### config.mk
export PLATFORM = sky130hd
export DESIGN_NAME = dei_buffer_changed_flag_core
export DESIGN_NICKNAME = d
export VERILOG_FILES = /design/src/dei_pkg.sv /design/src/dei_buffer_changed_flag_core.sv /design/src/dei_sync.sv
export SDC_FILE = /design/constraint.sdc
export NUM_CORES = 1
export LEC_CHECK = 0
export BUFFER_PORTS_ARGS = -buffer_cell sky130_fd_sc_hd__buf_2
export CORE_ASPECT_RATIO = 0.75
export CORE_MARGIN = 1.5
export CORE_UTILIZATION = 42
export DETAILED_ROUTE_END_ITERATION = 8
export PLACE_DENSITY = 0.66
export RECOVER_POWER = 50
export SKIP_LAST_GASP = 1
export SLEW_MARGIN = 5
export SYNTH_ARGS = -nofsm -noshare
export SYNTH_HDL_FRONTEND = slang
export SYNTH_SLANG_ARGS = --single-unit
### constraint.sdc
create_clock -name clk -period 16.5 [get_ports clk]
set_clock_uncertainty 0.05 [all_clocks]
set_input_delay 4.95 -clock clk [delete_from_list [all_inputs] [get_ports clk]]
set_output_delay 4.95 -clock clk [all_outputs]
set_load 0.05 [all_outputs]
### src/dei_pkg.sv
package dei_pkg;
  localparam int DEI_DEPTH = 9; // ring entries
  localparam int DEI_NSRC = 16; // 8 sources per channel
  // register byte offsets
  localparam logic [11:0] DEI_OFF_CTRL = 12'h000;
  localparam logic [11:0] DEI_OFF_STAT = 12'h004;
  localparam logic [11:0] DEI_OFF_PEND = 12'h008;
  localparam logic [11:0] DEI_OFF_ENTRY0 = 12'h010;
  // control bits
  localparam int DEI_C_RUN = 0; // host in run
  localparam int DEI_C_IRQEN = 1; // diagnostic interrupts enabled
  localparam int DEI_C_INUSE = 2; // two bits, channels in use
  localparam int DEI_C_ACK = 4; // two bits, travel error acknowledge
  localparam int DEI_C_BCLR = 6; // delete buffer
  localparam int DEI_C_SYSPB = 7; // parameters from system parameter block
  localparam logic [7:0] DEI_CTRL_RST = 8'h0c;
  localparam logic [7:0] DEI_CTRL_WMASK = 8'h8f; // ack and delete are pulses
  // status fields
  localparam int DEI_S_CHG = 0;
  localparam int DEI_S_DERR = 2;
  localparam int DEI_S_TERR = 4;
  localparam int DEI_S_GF = 6;
  localparam int DEI_S_MDF = 7;
  localparam int DEI_S_CNT = 8;
  localparam int DEI_S_CLS = 16;
  // error classes
  localparam logic [7:0] DEI_CLS_OPER = 8'h01;
  localparam logic [7:0] DEI_CLS_MDAT = 8'h05;
  localparam logic [7:0] DEI_CLS_BUFFER_CHANGED_FLAG = 8'h80;
  // interrupt event class codes
  localparam logic [7:0] DEI_EV_LEAVE = 8'h38;
  localparam logic [7:0] DEI_EV_ENTER = 8'h39;
  // source slots within a channel
  localparam int DEI_K_PIN_LAST = 3; // 0..3 pin diagnostics
  localparam int DEI_K_SYNC_LAST = 5; // 0..5 drop synchronization
  localparam int DEI_K_OP_FIRST = 4; // 4..6 operating errors
  localparam int DEI_K_OP_LAST = 6;
  localparam int DEI_K_MD = 7; // machine data error
  // one logged diagnostic event, one bus word
  typedef struct packed {
    logic entering;
    logic internal;
    logic external;
    logic [7:0] eclass;
    logic [7:0] number;
    logic chan;
    logic [7:0] idim;
    logic [3:0] pad;
  } dei_entry_t;
  // synchronous error report from job logic
  typedef struct packed {
    logic [7:0] eclass;
    logic [7:0] number;
    logic chan;
    logic [7:0] idim;
    logic travel; // raised at travel start
  } dei_job_err_t;
endpackage : dei_pkg

### src/dei_buffer_changed_flag_core.sv
`timescale 1ns/100ps
// diagnostic event logging, return flags and diagnostic interrupt of two channels
module dei_buffer_changed_flag_core (
  input wire logic clk,
  input wire logic rst,
  input wire logic ce,
  input wire logic psel,
  input wire logic penable,
  input wire logic pwrite,
  input wire logic [11:0] paddr,
  input wire logic [31:0] pwdata,
  output logic [31:0] prdata,
  output logic pready,
  output logic pslverr,
  input wire logic [7:0] buffer_changed_flag_pin,
  input wire logic [5:0] oper_err,
  input wire logic [1:0] md_err,
  input wire logic job_err_valid,
  input wire dei_pkg::dei_job_err_t job_err,
  input wire logic wr_job_done,
  input wire logic wr_job_chan,
  input wire logic wr_job_err,
  input wire logic pos_busy,
  input wire logic [1:0] start_cmd,
  input wire logic [1:0] dir_p_cmd,
  input wire logic [1:0] dir_m_cmd,
  input wire logic [1:0] beyond_p,
  input wire logic [1:0] beyond_m,
  output logic [1:0] start_ok,
  output logic [1:0] dir_p_ok,
  output logic [1:0] dir_m_ok,
  output logic [1:0] pos_abort,
  output logic [1:0] sync_clear,
  output logic group_fault_indicator,
  output logic channel_one_fault_indicator,
  output logic channel_two_fault_indicator,
  output logic [1:0] buffer_changed_flag,
  output logic [1:0] data_error_flag,
  output logic [1:0] travel_start_error_flag,
  output logic buffer_changed_flag_int,
  output logic [7:0] buffer_changed_flag_ev_class,
  output logic module_fault_bit
);
  // wrap a 0..26 sum into a ring slot
  function automatic logic [3:0] dei_mod9(input logic [4:0] v);
    if (v < 5'd9) begin
      return v[3:0];
    end else if (v < 5'd18) begin
      return 4'(v - 5'd9);
    end
    return 4'(v - 5'd18);
  endfunction : dei_mod9

  // lowest waiting source goes first
  function automatic logic [3:0] dei_first(input logic [15:0] v);
    logic [3:0] r;
    r = 4'h0;
    for (int i = 15; i >= 0; i--) begin
      if (v[i]) begin
        r = 4'(i);
      end
    end
    return r;
  endfunction : dei_first

  // entry for an asynchronous source slot
  function automatic dei_pkg::dei_entry_t dei_src_entry(input logic [3:0] idx);
    dei_pkg::dei_entry_t e;
    e = '0;
    e.entering = 1'b1;
    e.external = (int'(idx[2:0]) <= dei_pkg::DEI_K_PIN_LAST);
    e.internal = ~e.external;
    if (e.external) begin
      e.eclass = dei_pkg::DEI_CLS_BUFFER_CHANGED_FLAG;
    end else if (int'(idx[2:0]) == dei_pkg::DEI_K_MD) begin
      e.eclass = dei_pkg::DEI_CLS_MDAT;
    end else begin
      e.eclass = dei_pkg::DEI_CLS_OPER;
    end
    e.number = {5'h00, idx[2:0]} + 8'h01; // slot number plus one
    e.chan = idx[3];
    return e;
  endfunction : dei_src_entry

  logic [7:0] pin_lvl; // synchronized diagnostic pins
  logic [15:0] pend_q, pend_d; // pending errors, 8 slots per channel
  logic [15:0] prev_q, prev_d; // pending one cycle earlier
  logic run_prev_q, run_prev_d;
  logic [15:0] rise, fall;
  logic any_pend;
  // bus registers
  logic pready_q, pready_d;
  logic pslverr_q, pslverr_d;
  logic [31:0] prdata_q, prdata_d;
  logic [7:0] ctrl_q, ctrl_d;
  logic acc, wr_ctrl, rd_entry, is_entry;
  logic [11:0] eoff;
  logic [3:0] ei;
  // ring
  dei_pkg::dei_entry_t mem_q [dei_pkg::DEI_DEPTH];
  dei_pkg::dei_entry_t mem_d [dei_pkg::DEI_DEPTH];
  logic [3:0] wr_q, wr_d, cnt_q, cnt_d, wr_b, cnt_b;
  logic [15:0] req_q, req_d; // entering errors still to log
  logic app;
  dei_pkg::dei_entry_t ent;
  // flags
  logic [1:0] chg_q, chg_d, derr_q, derr_d, terr_q, terr_d;
  // interrupt and indicators
  logic int_q, int_d, mdf_q, mdf_d, gf_q, gf_d, enter, leave, runr;
  logic [7:0] cls_q, cls_d;
  logic [1:0] chf_q, chf_d, abort_q, abort_d, sclr_q, sclr_d;
  logic [1:0] st_q, st_d, dp_q, dp_d, dm_q, dm_d;

  // pins are asynchronous, all other inputs share this clock
  dei_sync #(.W(8)) u_pin_sync (
    .clk(clk),
    .rst(rst),
    .ce(ce),
    .async_in(buffer_changed_flag_pin),
    .level_q(pin_lvl)
  );

  // pending vector, machine data only counts with system block parameters
  always_comb begin
    for (int c = 0; c < 2; c++) begin
      pend_d[c*8 +: 8] = {md_err[c] & ctrl_q[dei_pkg::DEI_C_SYSPB],
                          oper_err[c*3 +: 3], pin_lvl[c*4 +: 4]};
    end
    prev_d = pend_q;
    run_prev_d = ctrl_q[dei_pkg::DEI_C_RUN];
  end

  always_ff @(posedge clk) begin
    if (rst) begin
      pend_q <= '0;
      prev_q <= '0;
      run_prev_q <= 1'b0;
    end else if (ce) begin
      pend_q <= pend_d;
      prev_q <= prev_d;
      run_prev_q <= run_prev_d;
    end
  end

  assign rise = pend_q & ~prev_q;
  assign fall = ~pend_q & prev_q;
  assign any_pend = |pend_q;

  // apb decode, one wait state on every access
  assign acc = psel & penable & pready_q;
  assign wr_ctrl = acc & pwrite & (paddr == dei_pkg::DEI_OFF_CTRL);
  assign eoff = paddr - dei_pkg::DEI_OFF_ENTRY0;
  assign ei = eoff[5:2];
  assign is_entry = (paddr >= dei_pkg::DEI_OFF_ENTRY0) && (eoff[11:2] < 10'd9) &&
                    (paddr[1:0] == 2'b00);
  assign rd_entry = acc & ~pwrite & is_entry;

  // read mux, unmapped or misaligned answers slverr with zero data
  always_comb begin
    pready_d = psel & penable & ~pready_q;
    prdata_d = '0;
    pslverr_d = 1'b0;
    ctrl_d = ctrl_q;
    if (is_entry) begin
      if (ei < cnt_q) begin
        prdata_d = mem_q[dei_mod9({1'b0, wr_q} + 5'd9 - {1'b0, cnt_q} + {1'b0, ei})];
      end
    end else if (paddr == dei_pkg::DEI_OFF_CTRL) begin
      prdata_d[7:0] = ctrl_q;
    end else if (paddr == dei_pkg::DEI_OFF_STAT) begin
      prdata_d[dei_pkg::DEI_S_CHG +: 2] = chg_q;
      prdata_d[dei_pkg::DEI_S_DERR +: 2] = derr_q;
      prdata_d[dei_pkg::DEI_S_TERR +: 2] = terr_q;
      prdata_d[dei_pkg::DEI_S_GF] = gf_q;
      prdata_d[dei_pkg::DEI_S_MDF] = mdf_q;
      prdata_d[dei_pkg::DEI_S_CNT +: 4] = cnt_q;
      prdata_d[dei_pkg::DEI_S_CLS +: 8] = cls_q;
    end else if (paddr == dei_pkg::DEI_OFF_PEND) begin
      prdata_d[15:0] = pend_q;
    end else begin
      pslverr_d = pready_d;
    end
    if (~pready_d) begin
      prdata_d = '0;
    end
    if (wr_ctrl) begin
      ctrl_d = pwdata[7:0] & dei_pkg::DEI_CTRL_WMASK;
    end
  end

  always_ff @(posedge clk) begin
    if (rst) begin
      pready_q <= 1'b0;
      pslverr_q <= 1'b0;
      prdata_q <= '0;
      ctrl_q <= dei_pkg::DEI_CTRL_RST;
    end else if (ce) begin
      pready_q <= pready_d;
      pslverr_q <= pslverr_d;
      prdata_q <= prdata_d;
      ctrl_q <= ctrl_d;
    end
  end

  // logging: a job error cannot wait, so waiting sources yield to it
  always_comb begin
    req_d = req_q;
    app = 1'b0;
    ent = '0;
    if (job_err_valid) begin
      app = 1'b1;
      ent.entering = 1'b1;
      ent.internal = 1'b1;
      ent.eclass = job_err.eclass;
      ent.number = job_err.number;
      ent.chan = job_err.chan;
      ent.idim = job_err.idim;
    end else if (|req_q) begin
      app = 1'b1;
      ent = dei_src_entry(dei_first(req_q));
      req_d[dei_first(req_q)] = 1'b0;
    end
    req_d = req_d | rise;
    // delete only when no positioning is running
    if (wr_ctrl && pwdata[dei_pkg::DEI_C_BCLR] && !pos_busy) begin
      wr_b = 4'h0;
      cnt_b = 4'h0;
    end else begin
      wr_b = wr_q;
      cnt_b = cnt_q;
    end
    mem_d = mem_q;
    wr_d = wr_b;
    cnt_d = cnt_b;
    if (app) begin
      mem_d[wr_b] = ent;
      wr_d = dei_mod9({1'b0, wr_b} + 5'd1);
      cnt_d = (cnt_b == 4'd9) ? cnt_b : cnt_b + 4'd1;
    end
  end

  always_ff @(posedge clk) begin
    if (rst) begin
      req_q <= '0;
      wr_q <= 4'h0;
      cnt_q <= 4'h0;
      for (int i = 0; i < dei_pkg::DEI_DEPTH; i++) begin
        mem_q[i] <= '0;
      end
    end else if (ce) begin
      req_q <= req_d;
      wr_q <= wr_d;
      cnt_q <= cnt_d;
      mem_q <= mem_d;
    end
  end

  // return flags, a set in the cycle of a clear wins
  always_comb begin
    chg_d = (chg_q & ~{2{rd_entry}});
    if (app) begin
      chg_d = chg_d | ctrl_q[dei_pkg::DEI_C_INUSE +: 2];
    end
    derr_d = derr_q;
    terr_d = terr_q;
    for (int c = 0; c < 2; c++) begin
      // write jobs run regardless of pending errors
      if (wr_job_done && (wr_job_chan == c[0])) begin
        derr_d[c] = wr_job_err;
      end
      if (wr_ctrl && pwdata[dei_pkg::DEI_C_ACK + c]) begin
        terr_d[c] = 1'b0;
      end
      if (job_err_valid && job_err.travel && (job_err.chan == c[0])) begin
        terr_d[c] = 1'b1;
      end
    end
  end

  always_ff @(posedge clk) begin
    if (rst) begin
      chg_q <= '0;
      derr_q <= '0;
      terr_q <= '0;
    end else if (ce) begin
      chg_q <= chg_d;
      derr_q <= derr_d;
      terr_q <= terr_d;
    end
  end

  // interrupt decisions; the buffer is never touched by a leaving event
  assign runr = ctrl_q[dei_pkg::DEI_C_RUN] & ~run_prev_q;
  assign enter = ctrl_q[dei_pkg::DEI_C_RUN] & ctrl_q[dei_pkg::DEI_C_IRQEN] &
                 ((|rise) | ((|fall) & any_pend) | (runr & any_pend));
  assign leave = ctrl_q[dei_pkg::DEI_C_RUN] & run_prev_q &
                 ctrl_q[dei_pkg::DEI_C_IRQEN] & (|fall) & ~any_pend;

  always_comb begin
    int_d = enter | leave;
    cls_d = cls_q;
    mdf_d = mdf_q;
    if (enter) begin
      cls_d = dei_pkg::DEI_EV_ENTER;
    end else if (leave) begin
      cls_d = dei_pkg::DEI_EV_LEAVE;
    end
    if (enter || leave) begin
      mdf_d = any_pend;
    end
    gf_d = any_pend;
    for (int c = 0; c < 2; c++) begin
      chf_d[c] = |pend_q[c*8 +: 8];
      abort_d[c] = |rise[c*8 +: 8];
      sclr_d[c] = |rise[c*8 +: dei_pkg::DEI_K_SYNC_LAST + 1];
    end
  end

  // motion gating; an operating-only fault still lets the axis jog home
  always_comb begin
    logic blk;
    logic op_only;
    blk = 1'b0;
    op_only = 1'b0;
    for (int c = 0; c < 2; c++) begin
      blk = |pend_q[c*8 +: 8];
      op_only = (|pend_q[c*8 + dei_pkg::DEI_K_OP_FIRST +: 3]) &&
                !(|pend_q[c*8 +: dei_pkg::DEI_K_PIN_LAST + 1]) &&
                !pend_q[c*8 + dei_pkg::DEI_K_MD];
      st_d[c] = start_cmd[c] & ~blk;
      dp_d[c] = dir_p_cmd[c] & (~blk | (op_only & beyond_m[c]));
      dm_d[c] = dir_m_cmd[c] & (~blk | (op_only & beyond_p[c]));
    end
  end

  always_ff @(posedge clk) begin
    if (rst) begin
      int_q <= 1'b0;
      cls_q <= '0;
      mdf_q <= 1'b0;
      gf_q <= 1'b0;
      chf_q <= '0;
      abort_q <= '0;
      sclr_q <= '0;
      st_q <= '0;
      dp_q <= '0;
      dm_q <= '0;
    end else if (ce) begin
      int_q <= int_d;
      cls_q <= cls_d;
      mdf_q <= mdf_d;
      gf_q <= gf_d;
      chf_q <= chf_d;
      abort_q <= abort_d;
      sclr_q <= sclr_d;
      st_q <= st_d;
      dp_q <= dp_d;
      dm_q <= dm_d;
    end
  end

  assign prdata = prdata_q;
  assign pready = pready_q;
  assign pslverr = pslverr_q;
  assign start_ok = st_q;
  assign dir_p_ok = dp_q;
  assign dir_m_ok = dm_q;
  assign pos_abort = abort_q;
  assign sync_clear = sclr_q;
  assign group_fault_indicator = gf_q;
  assign channel_one_fault_indicator = chf_q[0];
  assign channel_two_fault_indicator = chf_q[1];
  assign buffer_changed_flag = chg_q;
  assign data_error_flag = derr_q;
  assign travel_start_error_flag = terr_q;
  assign buffer_changed_flag_int = int_q;
  assign buffer_changed_flag_ev_class = cls_q;
  assign module_fault_bit = mdf_q;
endmodule : dei_buffer_changed_flag_core

### src/dei_sync.sv
`timescale 1ns/100ps
// three-stage pin synchronizer, level accepted when stages two and three agree
module dei_sync #(
  parameter int W = 8
) (
  input wire logic clk,
  input wire logic rst,
  input wire logic ce,
  input wire logic [W-1:0] async_in,
  output logic [W-1:0] level_q
);
  logic [W-1:0] s1_q; // read only by s2
  logic [W-1:0] s2_q;
  logic [W-1:0] s3_q;
  logic [W-1:0] level_d;

  // accept per bit only where stages agree, filters a one-cycle glitch
  always_comb begin
    level_d = level_q;
    for (int i = 0; i < W; i++) begin
      if (s2_q[i] == s3_q[i]) begin
        level_d[i] = s3_q[i];
      end
    end
  end

  // shift chain
  always_ff @(posedge clk) begin
    if (rst) begin
      s1_q <= '0;
      s2_q <= '0;
      s3_q <= '0;
      level_q <= '0;
    end else if (ce) begin
      s1_q <= async_in;
      s2_q <= s1_q;
      s3_q <= s2_q;
      level_q <= level_d;
    end
  end
endmodule : dei_sync

==> flow_summary.ini, run 1 <==
[cells_and_area]
fillers = 4122
layout_commonest_cell = nand2_1
diodes = 0
multi_input_area_sq_mm = 0.009494
nNetsFinal = 2361
layout_common_cells = 404 x nand2_1, 403 x dfxtp_1, 223 x nor2_1, 218 x a21oi_1, 193 x mux2i_1
final_cells = 2830
seq_area_sq_mm = 0.008068
syn_to_final_growth_pct = 11.37
drive_above_1_share_pct = 8.437
final_util_pct = 47.48

[clock_network]
clk_latency_ns = 0.56
cts_hold_buffers = 0
clockRootBuffer = clkbuf_16
cts_tree = done
cts_resized = 0
cts.sinks = 403
cts_made_buffers = 42
htreeDepth = 2
cts_buffer_depth = 3
post_cts_buffers = 0
path_clk_slew_ns = 0.06

[die]
row_count = 66
coreArea_sq_mm = 0.04335
die_h_microns = 184.7
die_x_microns = 245.2
ios = 170
initial_core_util_pct = 42.63
dieArea_sq_mm = 0.04528

[pwr]
powerDensity_mw_per_mm2 = 119.0
power_switching_uw = 739.3
p_seq_share_pct = 40.9
power_frac_clock_pct = 38.1
power_leakage_nw = 7.662
irDropWorstVdd_v = 0.0001545
switching_share_pct = 30.17
p_comb_share_pct = 21.0
p_int_mw = 1.711

[grt]
grt_max_degree = 231
grt_first_pass_wirelength_mm = 84.21
grt_pass1_vias = 15130
antenna_found_initial = 1
gr-usage-all-layers_pct = 23.43
grt_overflow = 0

[routing]
drc_errors = 0
wl_met1_mm = 24.83
wl_met2_mm = 23.94
ant_nets = 0
drtIter0Drc = 1465
topRoutingLayerUsed = met4
vias = 15930
via_per_inst = 5.627
wl_per_cell_microns = 19.01
wl_met3_mm = 3.739
first_pass_iters = 8
wl_mm = 53.79

[worst_setup_path]
crit_fanout = 62
path_class = input port to register
cp.arrival_ns = 11.72
r2r_setup_slack_ns = 10.75
end_kind = register
r2r_start = wr_q[2]
cp-start-kind = input port
r2r-end = prdata[26]
worstPathRequired_ns = 16.90
worstRegToRegCells = 16

[logic_synthesis]
synth_edf_count = 0
ys_warn_count = 0
syn-cell-area_sq_mm = 0.01848
synth_cells = 2191
syn_area_per_cell_sq_um = 8.435
synth-async-reset-ratio_pct = 0
ys_seq_area_share_pct = 43.65
ys_types = 72
ys.flop_type = dfxtp_1
synth_seq_cells = 403

[hold_path]
holdCritPathClass = register to register
min_from = mem_q[164]
holdPathStages = 2
holdPathEnd = mem_q[164]

[run_status]
violations = capacitance limit, slew limit
status = finished, violations left

[job]
drv_cap = 8

[timing]
finalMaxSlewViolations = 302
timing.fmax_mhz = 88.32
hold_viol = 0
setup_viol = 0
rsz0062_at_grt = false
fin_crit_ns = 11.32
fin_ws_ns = 5.178
worst_slew_pin_slew_ns = 3.537
post-route-period-util_pct = 68.62
setup_tns_ns = 0
slew_headroom_pct = -135.8

[placed_design]
gp_congestion = 0.8550
numPortBuffers = 141
dp_cells = 2757
dpl.hpwl_mm = 34.47
pre_cts_slack_ns = 5.970
cell usage after synthesis, types with 12 or more instances:
cell	instances	area, sq um
o31ai_1	15	112.6
nand3b_1	21	157.7
nand3_1	17	85.08
a21oi_1	217	1086
buf_4	17	127.6
nand2_1	404	1516
mux2i_1	193	1932
and2_1	41	256.5
nand2b_1	21	131.4
nor2_1	223	837.1
ha_1	26	325.3
inv_1	34	127.6
clkbuf_1	127	476.7
o211ai_1	16	120.1
o21ai_0	42	210.2
mux2_1	14	157.7
a22oi_1	33	247.7
a222oi_1	12	120.1
buf_2	28	140.1
dfxtp_1	403	8068
a211oi_1	82	615.6
o21ai_1	13	65.06
nor2b_1	27	168.9
nor3_1	15	75.07
sequential cells by signal (all words and copies together), names as in the netlist, 4 cells and up:
signal              flops
ctrl_q                  5
u_pin_sync.level_q      8
u_pin_sync.s2_q         8
prdata                 32
wr_q                    4
u_pin_sync.s1_q         8
prev_q                 16
u_pin_sync.s3_q         8
req_q                  16
mem_q                 252
pend_q                 16
cnt_q                   4
metal layers:
layer | GRT usage [%] | vias up
li1 | - | 7637
met1 | 32.93 | 7713
met2 | 36.38 | 487
met3 | 4.237 | 88
met4 | 7.086 | 0
met5 | 0 | -
power by group through the flow:
stage | Combinational (mW) | Clock, mW | Sequential [mW]
after floorplan | 0.387 | 0 | 1.03
after global placement | 0.501 | 0 | 1.02
after detailed placement | 0.509 | 0 | 1.02
after CTS | 0.511 | 0.943 | 1.00
after global routing | 0.548 | 0.986 | 1.00
final | 0.515 | 0.933 | 1.00
kinds of logic (layout without fill, tap and decap cells):
kind of cell    Yosys count  after routing  share of synthesized area (%)
compound gates          497            497                          17.09
xor+xnor                  4              4                         0.3520
fa+ha+maj                31             31                          2.302
buf+inv                 217            275                          5.064
flops                   403            403                          43.65
mux                     216            216                          11.85
other cells               1              4                        0.02029
simple gates            822            822                          19.67
final cells by class:
class | instances | share of cell area, %
clock buffer | 66 | 6.231
inverter | 35 | 0.6383
multi-input combinational | 1574 | 46.12
clock inverter | 7 | 0.3039
sequential | 403 | 39.20
timing repair buffer | 167 | 3.994
tap | 578 | 3.513
how the worst max path moves through the flow:
stage | start | to | slack (ns) | cells after the start
2_1_floorplan | paddr[4] | prdata[29] | 7.80 | 14
3_3_place_gp | paddr[2] | prdata[26] | 6.15 | 17
3_5_place_dp | paddr[2] | prdata[26] | 5.97 | 17
4_1_cts | paddr[2] | prdata[26] | 6.57 | 17
5_1_grt | ce | mem_q[94] | 4.71 | 8
6_report | ce | mem_q[94] | 5.18 | 8
critical path, stage by stage:
cell	delay (ns)
clkbuf_1	0.17
clkbuf_1	2.50
o31ai_1	0.81
nor4_1	1.18
and2_0	1.31
buf_4	0.46
nor2_1	0.07
a211oi_1	0.23
per-stage QoR:
stage	hold WS [ns]	cell area [sq um]	power (mW)
after floorplan	0.3822	18490	1.418
after global placement	0.3876	19370	1.523
after detailed placement	0.3931	19370	1.532
after CTS	0.4013	20710	2.456
after global routing	0.4204	20580	2.537
final	0.4015	20580	2.450
Power figures use the tool's default switching activity.
==> run 2: changes to the inputs <==
--- a/config.mk
+++ b/config.mk
@@ -5,6 +5,7 @@
 export SDC_FILE = /design/constraint.sdc
 export NUM_CORES = 1
 export LEC_CHECK = 0
+export ABC_AREA = 1
 export BUFFER_PORTS_ARGS = -buffer_cell sky130_fd_sc_hd__buf_2
 export CORE_ASPECT_RATIO = 0.75
 export CORE_MARGIN = 1.5
==> constraint.sdc (replaced) <==
create_clock -name clk -period 11.74 [get_ports clk]
set_clock_uncertainty 0.05 [all_clocks]
set_input_delay 3.522 -clock clk [delete_from_list [all_inputs] [get_ports clk]]
set_output_delay 3.522 -clock clk [all_outputs]
set_load 0.05 [all_outputs]
==> run 2 against run 1 <==
Count of clock-buffer cells in the layout is 10 lower. Clock power rose by 41%. Sequential cell count unchanged. Setup slack worse by 3.0 ns. The flow still finishes with violations (capacitance limit, slew limit). Critical endpoint is now mem_q[181].
==> flow_summary.ini, run 2 <==
[run_status]
status = finished, violations left
violations = capacitance limit, slew limit

[placed_design]
numPortBuffers = 141
dpl.hpwl_mm = 34.19
dp_cells = 3183
gp_congestion = 0.8983

[timing]
setup_tns_ns = 0
rsz0062_at_grt = false
fin_crit_ns = 9.580
hold_viol = 0
slew_headroom_pct = -238.8
setup_viol = 0
post-route-period-util_pct = 81.60
finalMaxSlewViolations = 277
worst_slew_pin_slew_ns = 5.082
timing.fmax_mhz = 104.4

[logic_synthesis]
ys_warn_count = 0
synth_cells = 2628
ys_types = 48
synth_most_common_cell = nand2_1
synth-async-reset-ratio_pct = 0
ys.flop_type = dfxtp_1
yosys-top-cells-area = dfxtp_1 43%, nand2_1 8.9%, o21ai_0 8.4%
synth_seq_cells = 403
yosys.area.top_type_share_pct = 43.04
syn_area_per_cell_sq_um = 7.133
syn-cell-area_sq_mm = 0.01874
ys_seq_area_share_pct = 43.04
synth_edf_count = 0
yosys.area.top_type = dfxtp_1
ys_top_cells_by_count = 442 x nand2_1, 403 x dfxtp_1, 313 x o21ai_0

[cells_and_area]
layout_common_cells = 438 x nand2_1, 403 x dfxtp_1, 314 x o21ai_0, 300 x a21oi_1, 292 x nor2_1
top_register = mem_q
largest_reg_flops = 252
layout_commonest_cell = nand2_1
final_cells = 3259
syn_to_final_growth_pct = 10.56
drive_above_1_share_pct = 8.022
nNetsFinal = 2787

[clock_network]
clk_latency_ns = 0.56
cts_tree = done
cts_buffer_depth = 3
cts_resized = 0
path_clk_slew_ns = 0.06
clockRootBuffer = clkbuf_16
cts_made_buffers = 42
post_cts_buffers = 0
htreeDepth = 2
cts_hold_buffers = 0
cts.sinks = 403

[die]
ios = 170
coreArea_sq_mm = 0.04368
dieArea_sq_mm = 0.04592
initial_core_util_pct = 42.91
die_h_microns = 186.0
die_x_microns = 246.9
row_count = 66

[grt]
grt_first_pass_wirelength_mm = 89.16
gr-usage-all-layers_pct = 24.27
grt_max_degree = 165
grt_pass1_vias = 16610
antenna_found_initial = 1
grt_overflow = 0

[worst_setup_path]
cp_cell_sequence = clkbuf_1, clkbuf_1, nor2_1, nand2_1, inv_1
slowest_delay_ns = 3.48
crit_fanout = 99
crit_top_cell = clkbuf_1
end_kind = register
cp.arrival_ns = 9.99
path_class = input port to register
worstPathRequired_ns = 12.15
worstRegToRegCells = 22
cp-start-kind = input port
critPathSlowestCell = clkbuf_1

[routing]
drtIter0Drc = 1741
drc_errors = 0
via_per_inst = 5.545
first_pass_iters = 6
ant_nets = 0
wl_mm = 57.18
wl_per_cell_microns = 17.55
vias = 18070

[pwr]
power_leakage_nw = 8.312
powerDensity_mw_per_mm2 = 210.8
irDropWorstVdd_v = 0.0002829
power_mw = 4.368

[hold_path]
holdCritPathClass = register to register
holdPathStages = 2

[job]
drv_cap = 4
## run 2: cell count changes in the layout (fill, tap and decap cells not counted), moves of 31 or more
cell,delta
nand2_1,+34
o21ai_0,+272
and2_1,-32
nor2_1,+69
inv_1,+165
a22oi_1,-31
a211oi_1,-58
mux2i_1,-193
nand3_1,+269
a21oi_1,+82
## run 2: per-layer routing
metal,global-route usage [%],wire length (microns),up-vias
met5,0,0,-
met4,8.268,1624,0
met3,4.037,4619,112
met2,37.48,24850,683
met1,34.17,26090,8477
li1,-,-,8800
## run 2: path summary, 6_finish.rpt
check	from	to	slack, ns
setup / recovery	rst	mem_q[181]	2.16
hold / removal	mem_q[246]	mem_q[246]	0.40
hold reg to reg	mem_q[246]	mem_q[246]	0.40
setup reg to reg	wr_q[2]	prdata[7]	6.61
## run 2: kinds of logic after synthesis
logic type,synth area share [%]
and+or+nand+nor,24.36
AOI/OAI and AO/OA,21.11
DFF,43.04
buffers and inverters,9.065
adders and majority gates,2.270
xor gates and xnor gates,0.1402
other,0.02001
## run 2: power breakdown
part / internal, mW / switching (mW) / leakage, nW
sequential: 1.43 / 0.0315 / 3.28
combinational: 0.406 / 1.18 / 4.36
clock: 0.751 / 0.573 / 0.677
## run 2: layout make-up
class / instances / area, sq um
diodes: 1 / 2.502
fillers: 4371 / 22960
clock inverters: 19 / 175.2
multi-input cells: 1832 / 9019
inverters: 213 / 807.0
flip-flops and latches: 403 / 8068
well taps: 578 / 723.2
repair buffers: 157 / 754.5
clock buffers: 56 / 1175
## run 2: through the flow
step	setup WS (ns)	cell area, sq um	util (%)	hold WS, ns
final	2.160	20720	47.44	0.4026
after global routing	1.766	20720	47.44	0.4208
after CTS	3.728	20820	47.65	0.4048
after detailed placement	3.161	19460	44.56	0.3954
after global placement	3.308	19460	44.56	0.3891
after floorplan	4.891	18760	-	0.3799
## run 2: worst max-delay path: cells and delay by family
| family | cells | cell delay, ns |
|---|---|---|
| simple gates | 2 | 0.34 |
| buf+inv | 3 | 6.03 |
==> run 3: changes to the inputs <==
==> constraint.sdc (replaced) <==
create_clock -name clk -period 10 [get_ports clk]
set_clock_uncertainty 0.05 [all_clocks]
set_input_delay 3 -clock clk [delete_from_list [all_inputs] [get_ports clk]]
set_output_delay 3 -clock clk [all_outputs]
set_load 0.05 [all_outputs]
==> run 3 against run 2 <==
The run still ends with capacitance limit, slew limit left. Register-to-register slack got worse by 1.4 ns. Critical path depth did not move. Final cell count unchanged. Utilization is 0.18 points lower. Power grew 17%. Final area decreased by 0.37%. Routed wire length increased by 0.66%. Largest power group unchanged. Highest routed layer unchanged.
==> flow_summary.ini, run 3 (synthesis results as in run 2) <==
[run_status]
status = finished, violations left
violations = capacitance limit, slew limit

[cells_and_area]
largest_reg_flops = 252
layout_common_cells = 441 x nand2_1, 403 x dfxtp_1, 314 x o21ai_0, 300 x a21oi_1, 294 x nor2_1
nNetsFinal = 2786
syn_to_final_growth_pct = 10.15
layout_commonest_cell = nand2_1
drive_above_1_share_pct = 7.615
final_util_pct = 47.26
top_register = mem_q

[clock_network]
post_cts_buffers = 0
cts_made_buffers = 41
clk_latency_ns = 0.55
clockRootBuffer = clkbuf_16
htreeDepth = 2
path_clk_slew_ns = 0.06
cts_hold_buffers = 0
cts_resized = 0
cts.sinks = 403
cts_buffer_depth = 3
cts_tree = done

[die]
initial_core_util_pct = 42.91
row_count = 66
die_x_microns = 246.9
coreArea_sq_mm = 0.04368
ios = 170
die_h_microns = 186.0
dieArea_sq_mm = 0.04592

[timing]
fin_ws_ns = 2.364
worst_slew_pin_slew_ns = 3.595
post-route-period-util_pct = 76.36
slew_headroom_pct = -139.7
setup_tns_ns = 0
rsz0062_at_grt = false
finalMaxSlewViolations = 246
timing.fmax_mhz = 131.0
hold_viol = 0
setup_viol = 0
fin_crit_ns = 7.636

[routing]
ant_nets = 0
drtIter0Drc = 1804
first_pass_iters = 5
wl_per_cell_microns = 17.66
via_per_inst = 5.562
vias = 18130
wl_mm = 57.56
drc_errors = 0

[pwr]
switching_share_pct = 40.68
power_leakage_nw = 8.229
power_frac_clock_pct = 29.8
p_seq_share_pct = 33.6
power_switching_mw = 2.072
p_comb_share_pct = 36.6
powerDensity_mw_per_mm2 = 246.7
irDropWorstVdd_v = 0.0003216
p_int_mw = 3.021

[worst_setup_path]
path_class = input port to register
cp.arrival_ns = 7.89
slowest_delay_ns = 1.93
crit_family = buffers and inverters
cp-start-kind = input port
r2r_setup_slack_ns = 5.17
worst-path-buf-inv = 3
end_kind = register
critPathSlowestCell = clkinvlp_2
crit_fanout = 71
crit_top_cell = clkbuf_1
worstPathRequired_ns = 10.26
cp_cell_sequence = clkbuf_1, clkinvlp_2, clkbuf_1, o21ai_0, a21oi_1

[grt]
top_usage_layer = met2
use_met3_pct = 3.777
gr-usage-all-layers_pct = 24.35
globalRouteMet1Util_pct = 34.33
met2_usage_pct = 37.76
grt_pass1_vias = 16740
grt_max_degree = 169
grt_first_pass_wirelength_mm = 89.75
antenna_found_initial = 1
grt_overflow = 0

[placed_design]
numPortBuffers = 141
dpl.hpwl_mm = 34.52
pre_cts_slack_ns = 2.136
gp_congestion = 0.9002

[job]
drv_cap = 4

[hold_path]
holdCritPathClass = register to register
-- run 3: worst register-to-register path, cell delays in order (launching register included) --
cell and delay, ns:
dfxtp_1 0.42, inv_1 0.10, ha_1 0.33, inv_1 0.07
fa_1 0.49, fa_1 0.60, inv_1 0.06, nand2_1 0.05
nand3_1 0.21, nand2_1 0.15, nand2_2 0.49, nand2_4 0.26
buf_12 0.53, nand2_1 0.21, nor2_1 0.14, nand2_1 0.08
a21oi_1 0.14, nand2_1 0.10, nand2_1 0.07, nand2_1 0.06
a21oi_1 0.15
-- run 3: worst paths after layout --
kind / from / end / cells past startpoint
max: ce / pend_q[14] / 5
min: mem_q[107] / mem_q[107] / 2
max reg2reg: cnt_q[3] / prdata[20] / 20
min reg2reg: mem_q[107] / mem_q[107] / 2
-- run 3: through the flow --
stage / std cells / hold slack [ns] / power, mW / instance area [sq um]
global placement: 3183 / 0.3893 / 3.543 / 19460
CTS: 3257 / 0.4050 / 5.082 / 20790
global route: 3258 / 0.4229 / 5.322 / 20640
floorplan: 2631 / 0.3799 / 3.031 / 18760
finish: 3259 / 0.4046 / 5.093 / 20650
detailed placement: 3183 / 0.3958 / 3.565 / 19460
-- run 3: metal layers --
| metal | part of all wire, % | vias up |
|---|---|---|
| li1 | - | 8806 |
| met1 | 46 | 8539 |
| met2 | 43 | 679 |
| met3 | 7.8 | 102 |
| met4 | 2.9 | 0 |
| met5 | 0 | - |
-- run 3: final cells by class --
type                            instances  area [sq um]
Sequential cell                       403          8068
Timing Repair Buffer                  157         759.5
Inverter                              213         807.0
Clock inverter                         13         110.1
Tap cell                              578         723.2
Multi-Input combinational cell       1832          8961
Antenna cell                            2         5.005
Clock buffer                           61          1212
Fill cell                            4355         23040
-- run 3: power by group through the flow --
stage	Combinational [mW]	Sequential [mW]	Clock, mW
3_5_place_dp	1.82	1.75	0
2_1_floorplan	1.27	1.76	0
4_1_cts	1.83	1.71	1.54
6_report	1.86	1.71	1.52
5_1_grt	1.99	1.72	1.61
3_3_place_gp	1.80	1.74	0
